$ cat src/rtl/rest_ctrl_map.svh
// Register offsets, field positions, reset values and timing counts of the power-mode control block
`ifndef REST_CTRL_MAP_SVH
`define REST_CTRL_MAP_SVH
`define ADDR_MODE_CONTROL 7'h10
`define ADDR_FRAME_GRAB 7'h12
`define ADDR_FW_LOAD 7'h13
`define ADDR_RUN_IDLE 7'h14
`define ADDR_SLEEP_LEVEL_ONE_PERIOD 7'h15
`define ADDR_SLEEP_LEVEL_ONE_IDLE 7'h16
`define ADDR_MODE_STATUS 7'h3F
`define FLD_FORCE_HI 7
`define FLD_FORCE_LO 6
`define FLD_REST_EN 5
`define FLD_EXPO_OFF 4
`define FLD_FIXED_FRAME_PERIOD 3
`define FLD_RPT_MOD 2
`define RST_MODE_CONTROL 8'h00
`define RST_RUN_IDLE 8'h32
`define RST_SLEEP_LEVEL_ONE_PERIOD 8'h01
`define RST_SLEEP_LEVEL_ONE_IDLE 8'h1F
`define FW_CRC_CODE 8'h15
`define CLK_HZ 50000000
`define TICK_MS 10
`define TICK_CYCLES ((`CLK_HZ / 1000) * `TICK_MS)
`define CRC_WAIT_MS 10
`define SLEEP_LEVEL_ONE_IDLE_MULT 16
`endif

$ cat src/rtl/rest_ctrl_pkg.sv
// Types of the power-mode control link, used by the sensor end only
package rest_ctrl_pkg;
	typedef enum logic [1:0] {
		MODE_RUN,
		MODE_SLEEP1,
		MODE_SLEEP2,
		MODE_SLEEP3
	} power_mode_e;
	typedef enum logic [1:0] {
		FW_IDLE,
		FW_DOWNLOAD,
		FW_CRC_TEST,
		FW_CAPTURE
	} fw_state_e;
endpackage : rest_ctrl_pkg

$ cat src/rtl/rest_ctrl_if.sv
// Register-access link between the microcontroller and the sensor
`timescale 1ns/1ps
interface rest_ctrl_if;
	logic wr_stb;
	logic rd_stb;
	logic [6:0] addr;
	logic [7:0] wdata;
	logic [7:0] rdata;
	logic rvalid;
	modport sensor (input wr_stb, input rd_stb, input addr, input wdata, output rdata, output rvalid);
	modport mcu (output wr_stb, output rd_stb, output addr, output wdata, input rdata, input rvalid);
endinterface : rest_ctrl_if

$ cat src/rtl/rest_sensor.sv
// Sensor end: power-mode state machine, configuration registers and firmware triggers
//
// Functional notes
// - Force code 01/10/11 selects sleep level one/two/three
// - Release from level one steps down or wakes
// - Release from level two steps down or wakes
// - Release from level three stays or wakes
// - Rest enable bit gates all sleep levels
// - Exposure-off bit freezes exposure at max bound
// - Fixed-rate bit takes period from max bound
// - Report mode splits X and Y resolution
// - Frame-grab write overwrites firmware, halts navigation
// - Controller resets and reloads after frame grab; rest_mcu only raises reload_needed_o
// - Firmware trigger starts download or CRC test
// - Navigation halts during CRC; controller stays off port
// - Controller writes CRC code, waits 10ms, reads
// - Controller should check laser fault first
// - Run idle timeout is value times 10ms
// - Level one frames every value plus one ticks
// - Held force code pins the sleep level
// - Level one idle timeout is value*16 frames
`timescale 1ns/1ps
`include "rest_ctrl_map.svh"
module rest_sensor #(
	parameter int TICK_CYCLES = `TICK_CYCLES
) (
	input wire logic ref_clk_i,
	input wire logic sys_rst_i,
	rest_ctrl_if.sensor bus,
	input wire logic motion_i,
	output rest_ctrl_pkg::power_mode_e mode_o,
	output logic frame_o,
	output logic nav_halt_o,
	output logic exposure_auto_off_o,
	output logic fixed_frame_period_o,
	output logic split_resolution_o,
	output logic fw_download_start_o,
	output logic fw_crc_start_o,
	output logic frame_grab_start_o
);
	rest_ctrl_pkg::power_mode_e mode_q, mode_d;
	logic [7:0] mode_control_q, run_idle_timeout_q, sleep_level_one_period_q, sleep_level_one_idle_timeout_q;
	logic [7:0] run_count_q, sleep_level_one_period_count_q;
	logic [11:0] sleep_level_one_idle_count_q;
	logic motion_s1_q, motion_s2_q;
	logic nav_halt_q, capture_halt_q;
	logic [7:0] crc_wait_q;
	logic [7:0] rdata_q;
	logic rvalid_q;
	logic tick;

	tick_divider #(.PERIOD(TICK_CYCLES)) u_tick (
		.ref_clk_i(ref_clk_i),
		.sys_rst_i(sys_rst_i),
		.tick_o(tick)
	);

	wire wr_mode = bus.wr_stb && (bus.addr == `ADDR_MODE_CONTROL);
	wire wr_grab = bus.wr_stb && (bus.addr == `ADDR_FRAME_GRAB);
	wire wr_fw = bus.wr_stb && (bus.addr == `ADDR_FW_LOAD);
	wire crc_req = wr_fw && (bus.wdata == `FW_CRC_CODE);
	wire [1:0] force_code = mode_control_q[`FLD_FORCE_HI:`FLD_FORCE_LO];
	wire rest_en = mode_control_q[`FLD_REST_EN];
	wire motion = motion_s2_q;
	// Look at the next count so the last tick of the wait is the one that downshifts
	wire run_expired = (run_count_q + 8'h01 >= run_idle_timeout_q) && (run_idle_timeout_q != 8'h00);
	wire frame_due = tick && (sleep_level_one_period_count_q >= sleep_level_one_period_q);
	wire [11:0] sleep_level_one_limit = {sleep_level_one_idle_timeout_q, 4'h0};
	// Frame that completes value*16 frames is the one that steps down
	wire sleep_level_one_expired = (sleep_level_one_idle_count_q + 12'h001 >= sleep_level_one_limit);

	always_comb begin
		mode_d = mode_q;
		if (!rest_en) begin
			mode_d = rest_ctrl_pkg::MODE_RUN;
		end else begin
			case (force_code)
				2'b01: mode_d = rest_ctrl_pkg::MODE_SLEEP1;
				2'b10: mode_d = rest_ctrl_pkg::MODE_SLEEP2;
				2'b11: mode_d = rest_ctrl_pkg::MODE_SLEEP3;
				default: begin
					case (mode_q)
						rest_ctrl_pkg::MODE_RUN: if (tick && run_expired && !motion) mode_d = rest_ctrl_pkg::MODE_SLEEP1;
						rest_ctrl_pkg::MODE_SLEEP1: begin
							if (motion) mode_d = rest_ctrl_pkg::MODE_RUN;
							else if (frame_due && sleep_level_one_expired) mode_d = rest_ctrl_pkg::MODE_SLEEP2;
						end
						rest_ctrl_pkg::MODE_SLEEP2: begin
							// No level two idle timer in this design; step down on the next tick
							if (motion) mode_d = rest_ctrl_pkg::MODE_RUN;
							else if (tick) mode_d = rest_ctrl_pkg::MODE_SLEEP3;
						end
						rest_ctrl_pkg::MODE_SLEEP3: if (motion) mode_d = rest_ctrl_pkg::MODE_RUN;
						default: mode_d = rest_ctrl_pkg::MODE_RUN;
					endcase
				end
			endcase
		end
	end

	always_ff @(posedge ref_clk_i or posedge sys_rst_i) begin
		if (sys_rst_i) begin
			motion_s1_q <= 1'b0;
			motion_s2_q <= 1'b0;
			mode_q <= rest_ctrl_pkg::MODE_RUN;
		end else begin
			motion_s1_q <= motion_i;
			motion_s2_q <= motion_s1_q;
			mode_q <= mode_d;
		end
	end

	always_ff @(posedge ref_clk_i or posedge sys_rst_i) begin
		if (sys_rst_i) begin
			mode_control_q <= `RST_MODE_CONTROL;
			run_idle_timeout_q <= `RST_RUN_IDLE;
			sleep_level_one_period_q <= `RST_SLEEP_LEVEL_ONE_PERIOD;
			sleep_level_one_idle_timeout_q <= `RST_SLEEP_LEVEL_ONE_IDLE;
		end else if (bus.wr_stb) begin
			case (bus.addr)
				`ADDR_MODE_CONTROL: mode_control_q <= {bus.wdata[7:2], 2'b00};
				`ADDR_RUN_IDLE: run_idle_timeout_q <= bus.wdata;
				`ADDR_SLEEP_LEVEL_ONE_PERIOD: sleep_level_one_period_q <= bus.wdata;
				`ADDR_SLEEP_LEVEL_ONE_IDLE: sleep_level_one_idle_timeout_q <= bus.wdata;
				default: ;
			endcase
		end
	end

	// Idle timers restart on motion or any mode change
	wire restart = motion || (mode_d != mode_q) || wr_mode;
	always_ff @(posedge ref_clk_i or posedge sys_rst_i) begin
		if (sys_rst_i) begin
			run_count_q <= 8'h00;
			sleep_level_one_period_count_q <= 8'h00;
			sleep_level_one_idle_count_q <= 12'h000;
		end else if (restart) begin
			run_count_q <= 8'h00;
			sleep_level_one_period_count_q <= 8'h00;
			sleep_level_one_idle_count_q <= 12'h000;
		end else if (tick) begin
			if (mode_q == rest_ctrl_pkg::MODE_RUN && !run_expired)
				run_count_q <= run_count_q + 8'h01;
			if (mode_q == rest_ctrl_pkg::MODE_SLEEP1) begin
				sleep_level_one_period_count_q <= frame_due ? 8'h00 : sleep_level_one_period_count_q + 8'h01;
				if (frame_due && !sleep_level_one_expired)
					sleep_level_one_idle_count_q <= sleep_level_one_idle_count_q + 12'h001;
			end
		end
	end

	// Halt stays until reset: a frame grab destroys the firmware image
	always_ff @(posedge ref_clk_i or posedge sys_rst_i) begin
		if (sys_rst_i) begin
			capture_halt_q <= 1'b0;
			crc_wait_q <= 8'h00;
			nav_halt_q <= 1'b0;
		end else begin
			if (wr_grab)
				capture_halt_q <= 1'b1;
			if (crc_req)
				crc_wait_q <= 8'(`CRC_WAIT_MS / `TICK_MS);
			else if (tick && crc_wait_q != 8'h00)
				crc_wait_q <= crc_wait_q - 8'h01;
			nav_halt_q <= capture_halt_q || wr_grab || crc_req || (crc_wait_q != 8'h00);
		end
	end

	wire [7:0] status = {6'h00, mode_q};
	wire [7:0] rd_mux = (bus.addr == `ADDR_MODE_CONTROL) ? mode_control_q :
		(bus.addr == `ADDR_RUN_IDLE) ? run_idle_timeout_q :
		(bus.addr == `ADDR_SLEEP_LEVEL_ONE_PERIOD) ? sleep_level_one_period_q :
		(bus.addr == `ADDR_SLEEP_LEVEL_ONE_IDLE) ? sleep_level_one_idle_timeout_q :
		(bus.addr == `ADDR_MODE_STATUS) ? status : 8'h00;

	always_ff @(posedge ref_clk_i or posedge sys_rst_i) begin
		if (sys_rst_i) begin
			rdata_q <= 8'h00;
			rvalid_q <= 1'b0;
			mode_o <= rest_ctrl_pkg::MODE_RUN;
			frame_o <= 1'b0;
			nav_halt_o <= 1'b0;
			exposure_auto_off_o <= 1'b0;
			fixed_frame_period_o <= 1'b0;
			split_resolution_o <= 1'b0;
			fw_download_start_o <= 1'b0;
			fw_crc_start_o <= 1'b0;
			frame_grab_start_o <= 1'b0;
		end else begin
			rdata_q <= bus.rd_stb ? rd_mux : rdata_q;
			rvalid_q <= bus.rd_stb;
			mode_o <= mode_q;
			frame_o <= (mode_q == rest_ctrl_pkg::MODE_SLEEP1) && frame_due && !restart;
			nav_halt_o <= nav_halt_q;
			exposure_auto_off_o <= mode_control_q[`FLD_EXPO_OFF];
			fixed_frame_period_o <= mode_control_q[`FLD_FIXED_FRAME_PERIOD];
			split_resolution_o <= mode_control_q[`FLD_RPT_MOD];
			fw_download_start_o <= wr_fw && !crc_req;
			fw_crc_start_o <= crc_req;
			frame_grab_start_o <= wr_grab;
		end
	end

	assign bus.rdata = rdata_q;
	assign bus.rvalid = rvalid_q;
endmodule : rest_sensor

$ cat src/rtl/tick_divider.sv
// Divider producing a one-cycle enable pulse every PERIOD clocks
`timescale 1ns/1ps
module tick_divider #(
	parameter int PERIOD = 500000
) (
	input wire logic ref_clk_i,
	input wire logic sys_rst_i,
	output logic tick_o
);
	logic [31:0] cnt_q;
	wire wrap = (cnt_q == 32'(PERIOD - 1));
	always_ff @(posedge ref_clk_i or posedge sys_rst_i) begin
		if (sys_rst_i) begin
			cnt_q <= 32'h0;
			tick_o <= 1'b0;
		end else begin
			cnt_q <= wrap ? 32'h0 : cnt_q + 32'h1;
			tick_o <= wrap;
		end
	end
endmodule : tick_divider

$ cat src/flat_wrapper.sv
// flat-port wrapper written by rule: the top's interface ports become plain ports
module rest_sensor_flat 
#(
	parameter int TICK_CYCLES = `TICK_CYCLES
)
  (ref_clk_i, sys_rst_i, motion_i, mode_o, frame_o, nav_halt_o, exposure_auto_off_o, fixed_frame_period_o, split_resolution_o, fw_download_start_o, fw_crc_start_o, frame_grab_start_o, bus_wr_stb, bus_rd_stb, bus_addr, bus_wdata, bus_rdata, bus_rvalid);
  rest_ctrl_if bus_i ();
  input wire logic ref_clk_i;
  input wire logic sys_rst_i;
  input wire logic motion_i;
  output rest_ctrl_pkg::power_mode_e mode_o;
  output logic frame_o;
  output logic nav_halt_o;
  output logic exposure_auto_off_o;
  output logic fixed_frame_period_o;
  output logic split_resolution_o;
  output logic fw_download_start_o;
  output logic fw_crc_start_o;
  output logic frame_grab_start_o;
  input wire logic [$bits(bus_i.wr_stb)-1:0] bus_wr_stb;
  input wire logic [$bits(bus_i.rd_stb)-1:0] bus_rd_stb;
  input wire logic [$bits(bus_i.addr)-1:0] bus_addr;
  input wire logic [$bits(bus_i.wdata)-1:0] bus_wdata;
  output wire logic [$bits(bus_i.rdata)-1:0] bus_rdata;
  output wire logic [$bits(bus_i.rvalid)-1:0] bus_rvalid;
  assign bus_i.wr_stb = bus_wr_stb;
  assign bus_i.rd_stb = bus_rd_stb;
  assign bus_i.addr = bus_addr;
  assign bus_i.wdata = bus_wdata;
  assign bus_rdata = bus_i.rdata;
  assign bus_rvalid = bus_i.rvalid;
  rest_sensor #(.TICK_CYCLES(TICK_CYCLES)) u_core (.ref_clk_i(ref_clk_i), .sys_rst_i(sys_rst_i), .bus(bus_i), .motion_i(motion_i), .mode_o(mode_o), .frame_o(frame_o), .nav_halt_o(nav_halt_o), .exposure_auto_off_o(exposure_auto_off_o), .fixed_frame_period_o(fixed_frame_period_o), .split_resolution_o(split_resolution_o), .fw_download_start_o(fw_download_start_o), .fw_crc_start_o(fw_crc_start_o), .frame_grab_start_o(frame_grab_start_o));
endmodule
$ cat config.mk
export PLATFORM = sky130hd
export DESIGN_NAME = rest_sensor_flat
export DESIGN_NICKNAME = d
export VERILOG_FILES = /design/src/rtl/rest_ctrl_pkg.sv /design/src/rtl/rest_ctrl_if.sv /design/src/rtl/rest_sensor.sv /design/src/rtl/tick_divider.sv /design/src/flat_wrapper.sv
export VERILOG_INCLUDE_DIRS = /design/src /design/src/rtl
export SDC_FILE = /design/constraint.sdc
export NUM_CORES = 1
export LEC_CHECK = 0
export BUFFER_PORTS_ARGS = -buffer_cell sky130_fd_sc_hd__buf_4
export CORE_ASPECT_RATIO = 2
export CORE_UTILIZATION = 50
export CTS_CLUSTER_SIZE = 16
export DETAILED_ROUTE_END_ITERATION = 8
export PLACE_DENSITY = 0.7
export SYNTH_ARGS = -nofsm -noshare
export SYNTH_HDL_FRONTEND = slang
export SYNTH_SLANG_ARGS = --single-unit
$ cat constraint.sdc
create_clock -name ref_clk_i -period 12.6 [get_ports ref_clk_i]
set_input_delay 2.52 -clock ref_clk_i [delete_from_list [all_inputs] [get_ports ref_clk_i]]
set_output_delay 2.52 -clock ref_clk_i [all_outputs]
set_load 0.05 [all_outputs]
==> results.cfg <==
[route]
wl_per_cell_um = 18.2
vias = 5039
routed_wl_mm = 15.5
via_per_inst = 5.91
first_iter_violations = 223
drt_pre_antenna_iters = 5
postRouteAntennaNets = 0
drcViolationCount = 0

[floorplan]
start_util_pct = 51.7
die-area_mm2 = 0.0136
ios = 39
die_y_um = 164
placementRows = 58
core-area_mm2 = 0.0127
die_w_um = 83.0

[clock_tree]
cts_root_buf = clkbuf_16
cts_max_level = 4
cts_tree = done
cts.sinks = 124
postCtsResizedCells = 0
cts_buffer_depth = 2
numCtsBuffers = 17
cts_hold_buf = 0
worstSkewPairLatency_ns = 0.41
post_cts_buffers = 0
worst_setup_hold_path_clk_slew_ns = 0.05

[setup_path]
max_stage_delay_ns = 0.69
critical_path.endpoint_type = flip-flop
critPathArrivalTime_ns = 4.89
cpMaxStageDelayCell = or4b_1
required_ns = 12.93
path_max_fanout = 15
path_cells = buf_4, or4b_1, nor3_2, and2_0, mux2_2
path_class = input pin to flip-flop
cp-start-kind = input pin

[pwr]
swShare_pct = 23.4
clkPwrFrac_pct = 50.9
intPower_mw = 0.780
power_density_mw_per_mm2 = 134
switchingPower_mw = 0.238
ir_drop_uv = 132
pwr-share-comb_pct = 7.3
p_leak_nw = 3.39
sequentialPowerShare_pct = 41.9

[timing]
clock_skew_ns = 0.00874
finalSetupTns_ns = 0
slew_violations = 0
rsz0062_at_grt = no
period_share_pct = 36.2
setup_viol = 0
max_freq_mhz = 219
relSlewSlack_pct = 21.9
tightest_slew_ns = 1.17
fin_crit_ns = 4.56
final-hold-violation-count = 0

[synth]
mappedNetlistNets = 701
synth_compound_area_share_pct = 11.6
synth_top_area_cell = dfrtp_1
yosys_warnings = 0
synthAdderAreaFrac_pct = 5.72
synth_area_leaders = dfrtp_1 44%, ha_1 5.7%, xnor2_1 5.2%, dfstp_2 3.6%, nand2_1 3.5%
synth.mux.area_fraction_pct = 3.24
ys_ff_latch = 124
synth_area_mm2 = 0.00657
synth.avg_cell_area_um2 = 10.1
syn_inst = 651
synthFlopType = dfrtp_1
ys_seq_area_share_pct = 47.4
yosysUniqueCellTypes = 63
async_reset_ff_share_pct = 100
synth_top_family_by_area = simple AND/OR/NAND/NOR gates
synth-xor-area-share_pct = 8.53
synth.top_cell.area_share_pct = 43.8
synth-simple-area-share_pct = 19.6
synth_edf_count = 0

[status]
status = completed

[final_layout]
n_antenna_cell = 0
area_growth_pct = 15.9
fin_area_mm2 = 0.00761
fillers = 1078
drive_gt1_share_pct = 17.4
fin_nets = 739

[place]
place.port_buffers = 38
dpl_cell_area_mm2 = 0.00698
place_congestion = 0.893
dpl.hpwl_mm = 11.4

[global_routing]
grt_max_degree = 77
globalRoute.totalOverflow = 0
antenna_found_initial = 0
grt_pass1_vias = 5348
grt_pass1_wl_mm = 26.1
grt_use_total_pct = 24.2

[job]
maxCapViolCount = 0

[hold_path]
hp-class = flip-flop to flip-flop
==> power groups by stage <==
stage	Combinational, mW	Clock [mW]	Sequential, mW
after floorplan	0.0391	0	0.436
after global placement	0.0713	0	0.432
after detailed placement	0.0746	0	0.433
after CTS	0.0752	0.523	0.426
after global routing	0.0820	0.539	0.427
final	0.0742	0.518	0.426
==> layout make-up <==
class	instances	area [um^2]	area share, %
flip-flops and latches	124	3110	40.9
inverters	39	149	1.96
clock buffers	22	464	6.10
repair buffers	42	315	4.14
clock inverters	10	164	2.15
well taps	150	188	2.47
multi-input cells	465	3220	42.3
==> kinds of logic after synthesis <==
family | Yosys count
buffers and inverters | 62
multiplexers | 19
AND/OR/NAND/NOR | 244
adder cells (fa/ha/maj) | 30
AO/OA/AOI/OAI | 108
flip-flops | 124
XOR/XNOR | 64
==> placed cells by master (no fill, tap or decap), types with 7 or more instances in the layout <==
cell       instances
dfstp_2            9
buf_4             42
nand2_1           62
nand4_1           13
clkbuf_16         17
or4_1              7
ha_1              30
nor3_1            18
dfrtp_1          115
a21oi_1           10
xnor2_1           39
inv_1             36
nor2_1            50
or2_2              7
xor2_1            25
a31oi_1            8
a211oi_1          15
o31ai_1            9
nand3_1           23
o21ai_0           29
mux2_2            18
nor4_1            15
==> routing by layer <==
metal  global-route usage (%)  vias up  routed length, um
li1                         -     2390                  -
met1                     24.1     2511               5650
met2                     47.7      101               9000
met3                     3.92       37                401
met4                     11.7        0                440
met5                        0        -                  0
==> synth_stat cells, types with 3 or more instances <==
library cell / count
mux2_2: 18
xnor2_1: 39
dfstp_2: 9
nor4_1: 15
buf_2: 7
and3_1: 6
nor3_1: 18
o21ai_0: 29
o31ai_1: 9
clkbuf_1: 13
a311o_1: 3
a31oi_1: 8
nor2_1: 50
a21o_1: 5
xor2_1: 25
a21oi_1: 10
inv_1: 37
or2_2: 7
nand3_1: 23
nor2b_1: 6
or4_1: 7
nand2_1: 62
dfrtp_1: 115
o211ai_1: 3
and4_1: 5
a211oi_2: 5
a22o_1: 6
or3_1: 5
a211oi_1: 15
ha_1: 30
or4_4: 3
nand2b_1: 6
nand4_1: 13
==> registers in the layout, summed over array words and instances, names as in the netlist, 2 cells and up <==
signal,cells
u_core.sleep_level_one_idle_timeout_q,8
u_core.sleep_level_one_period_count_q,8
u_core.u_tick.cnt_q,32
u_core.mode_q,2
u_core.bus.rdata,8
u_core.sleep_level_one_period_q,8
u_core.run_idle_timeout_q,8
u_core.mode_o,2
u_core.mode_control_q,6
u_core.crc_wait_q,8
u_core.sleep_level_one_idle_count_q,12
u_core.run_count_q,8
==> final timing paths <==
| kind | start | endpoint | slack, ns | cells after the start |
|---|---|---|---|---|
| setup / recovery | bus_addr[5] | u_core.sleep_level_one_idle_timeout_q[0] | 8.04 | 5 |
| hold / removal | u_core.motion_s1_q | u_core.motion | 0.35 | 0 |
| setup reg to reg | u_core.sleep_level_one_idle_count_q[0] | u_core.sleep_level_one_idle_count_q[5] | 8.39 | 12 |
| hold reg to reg | u_core.motion_s1_q | u_core.motion | 0.35 | 0 |
| max in group asynchronous | sys_rst_i | u_core.sleep_level_one_period_count_q[5] | 9.04 | 3 |
| min in group asynchronous | sys_rst_i | u_core.crc_wait_q[1] | 2.18 | 2 |
==> stage by stage <==
| step | hold WS [ns] | util (%) | power (mW) | cells | setup slack [ns] |
|---|---|---|---|---|---|
| 3_3_place_gp | 0.332 | 55.0 | 0.503 | 820 | 7.73 |
| 6_report | 0.346 | 59.9 | 1.02 | 852 | 8.04 |
| 3_5_place_dp | 0.335 | 55.0 | 0.507 | 820 | 7.67 |
| 4_1_cts | 0.347 | 59.9 | 1.02 | 852 | 8.07 |
| 5_1_grt | 0.348 | 59.9 | 1.05 | 852 | 7.93 |
| 2_1_floorplan | 0.331 | - | 0.475 | 651 | 6.80 |
==> worst max-delay path: cells and delay by family <==
kind	cells	cell delay (ns)
simple gates	3	1.83
mux	1	0.41
buf+inv	1	0.12
No activity file was read; power rests on OpenSTA's default activity.
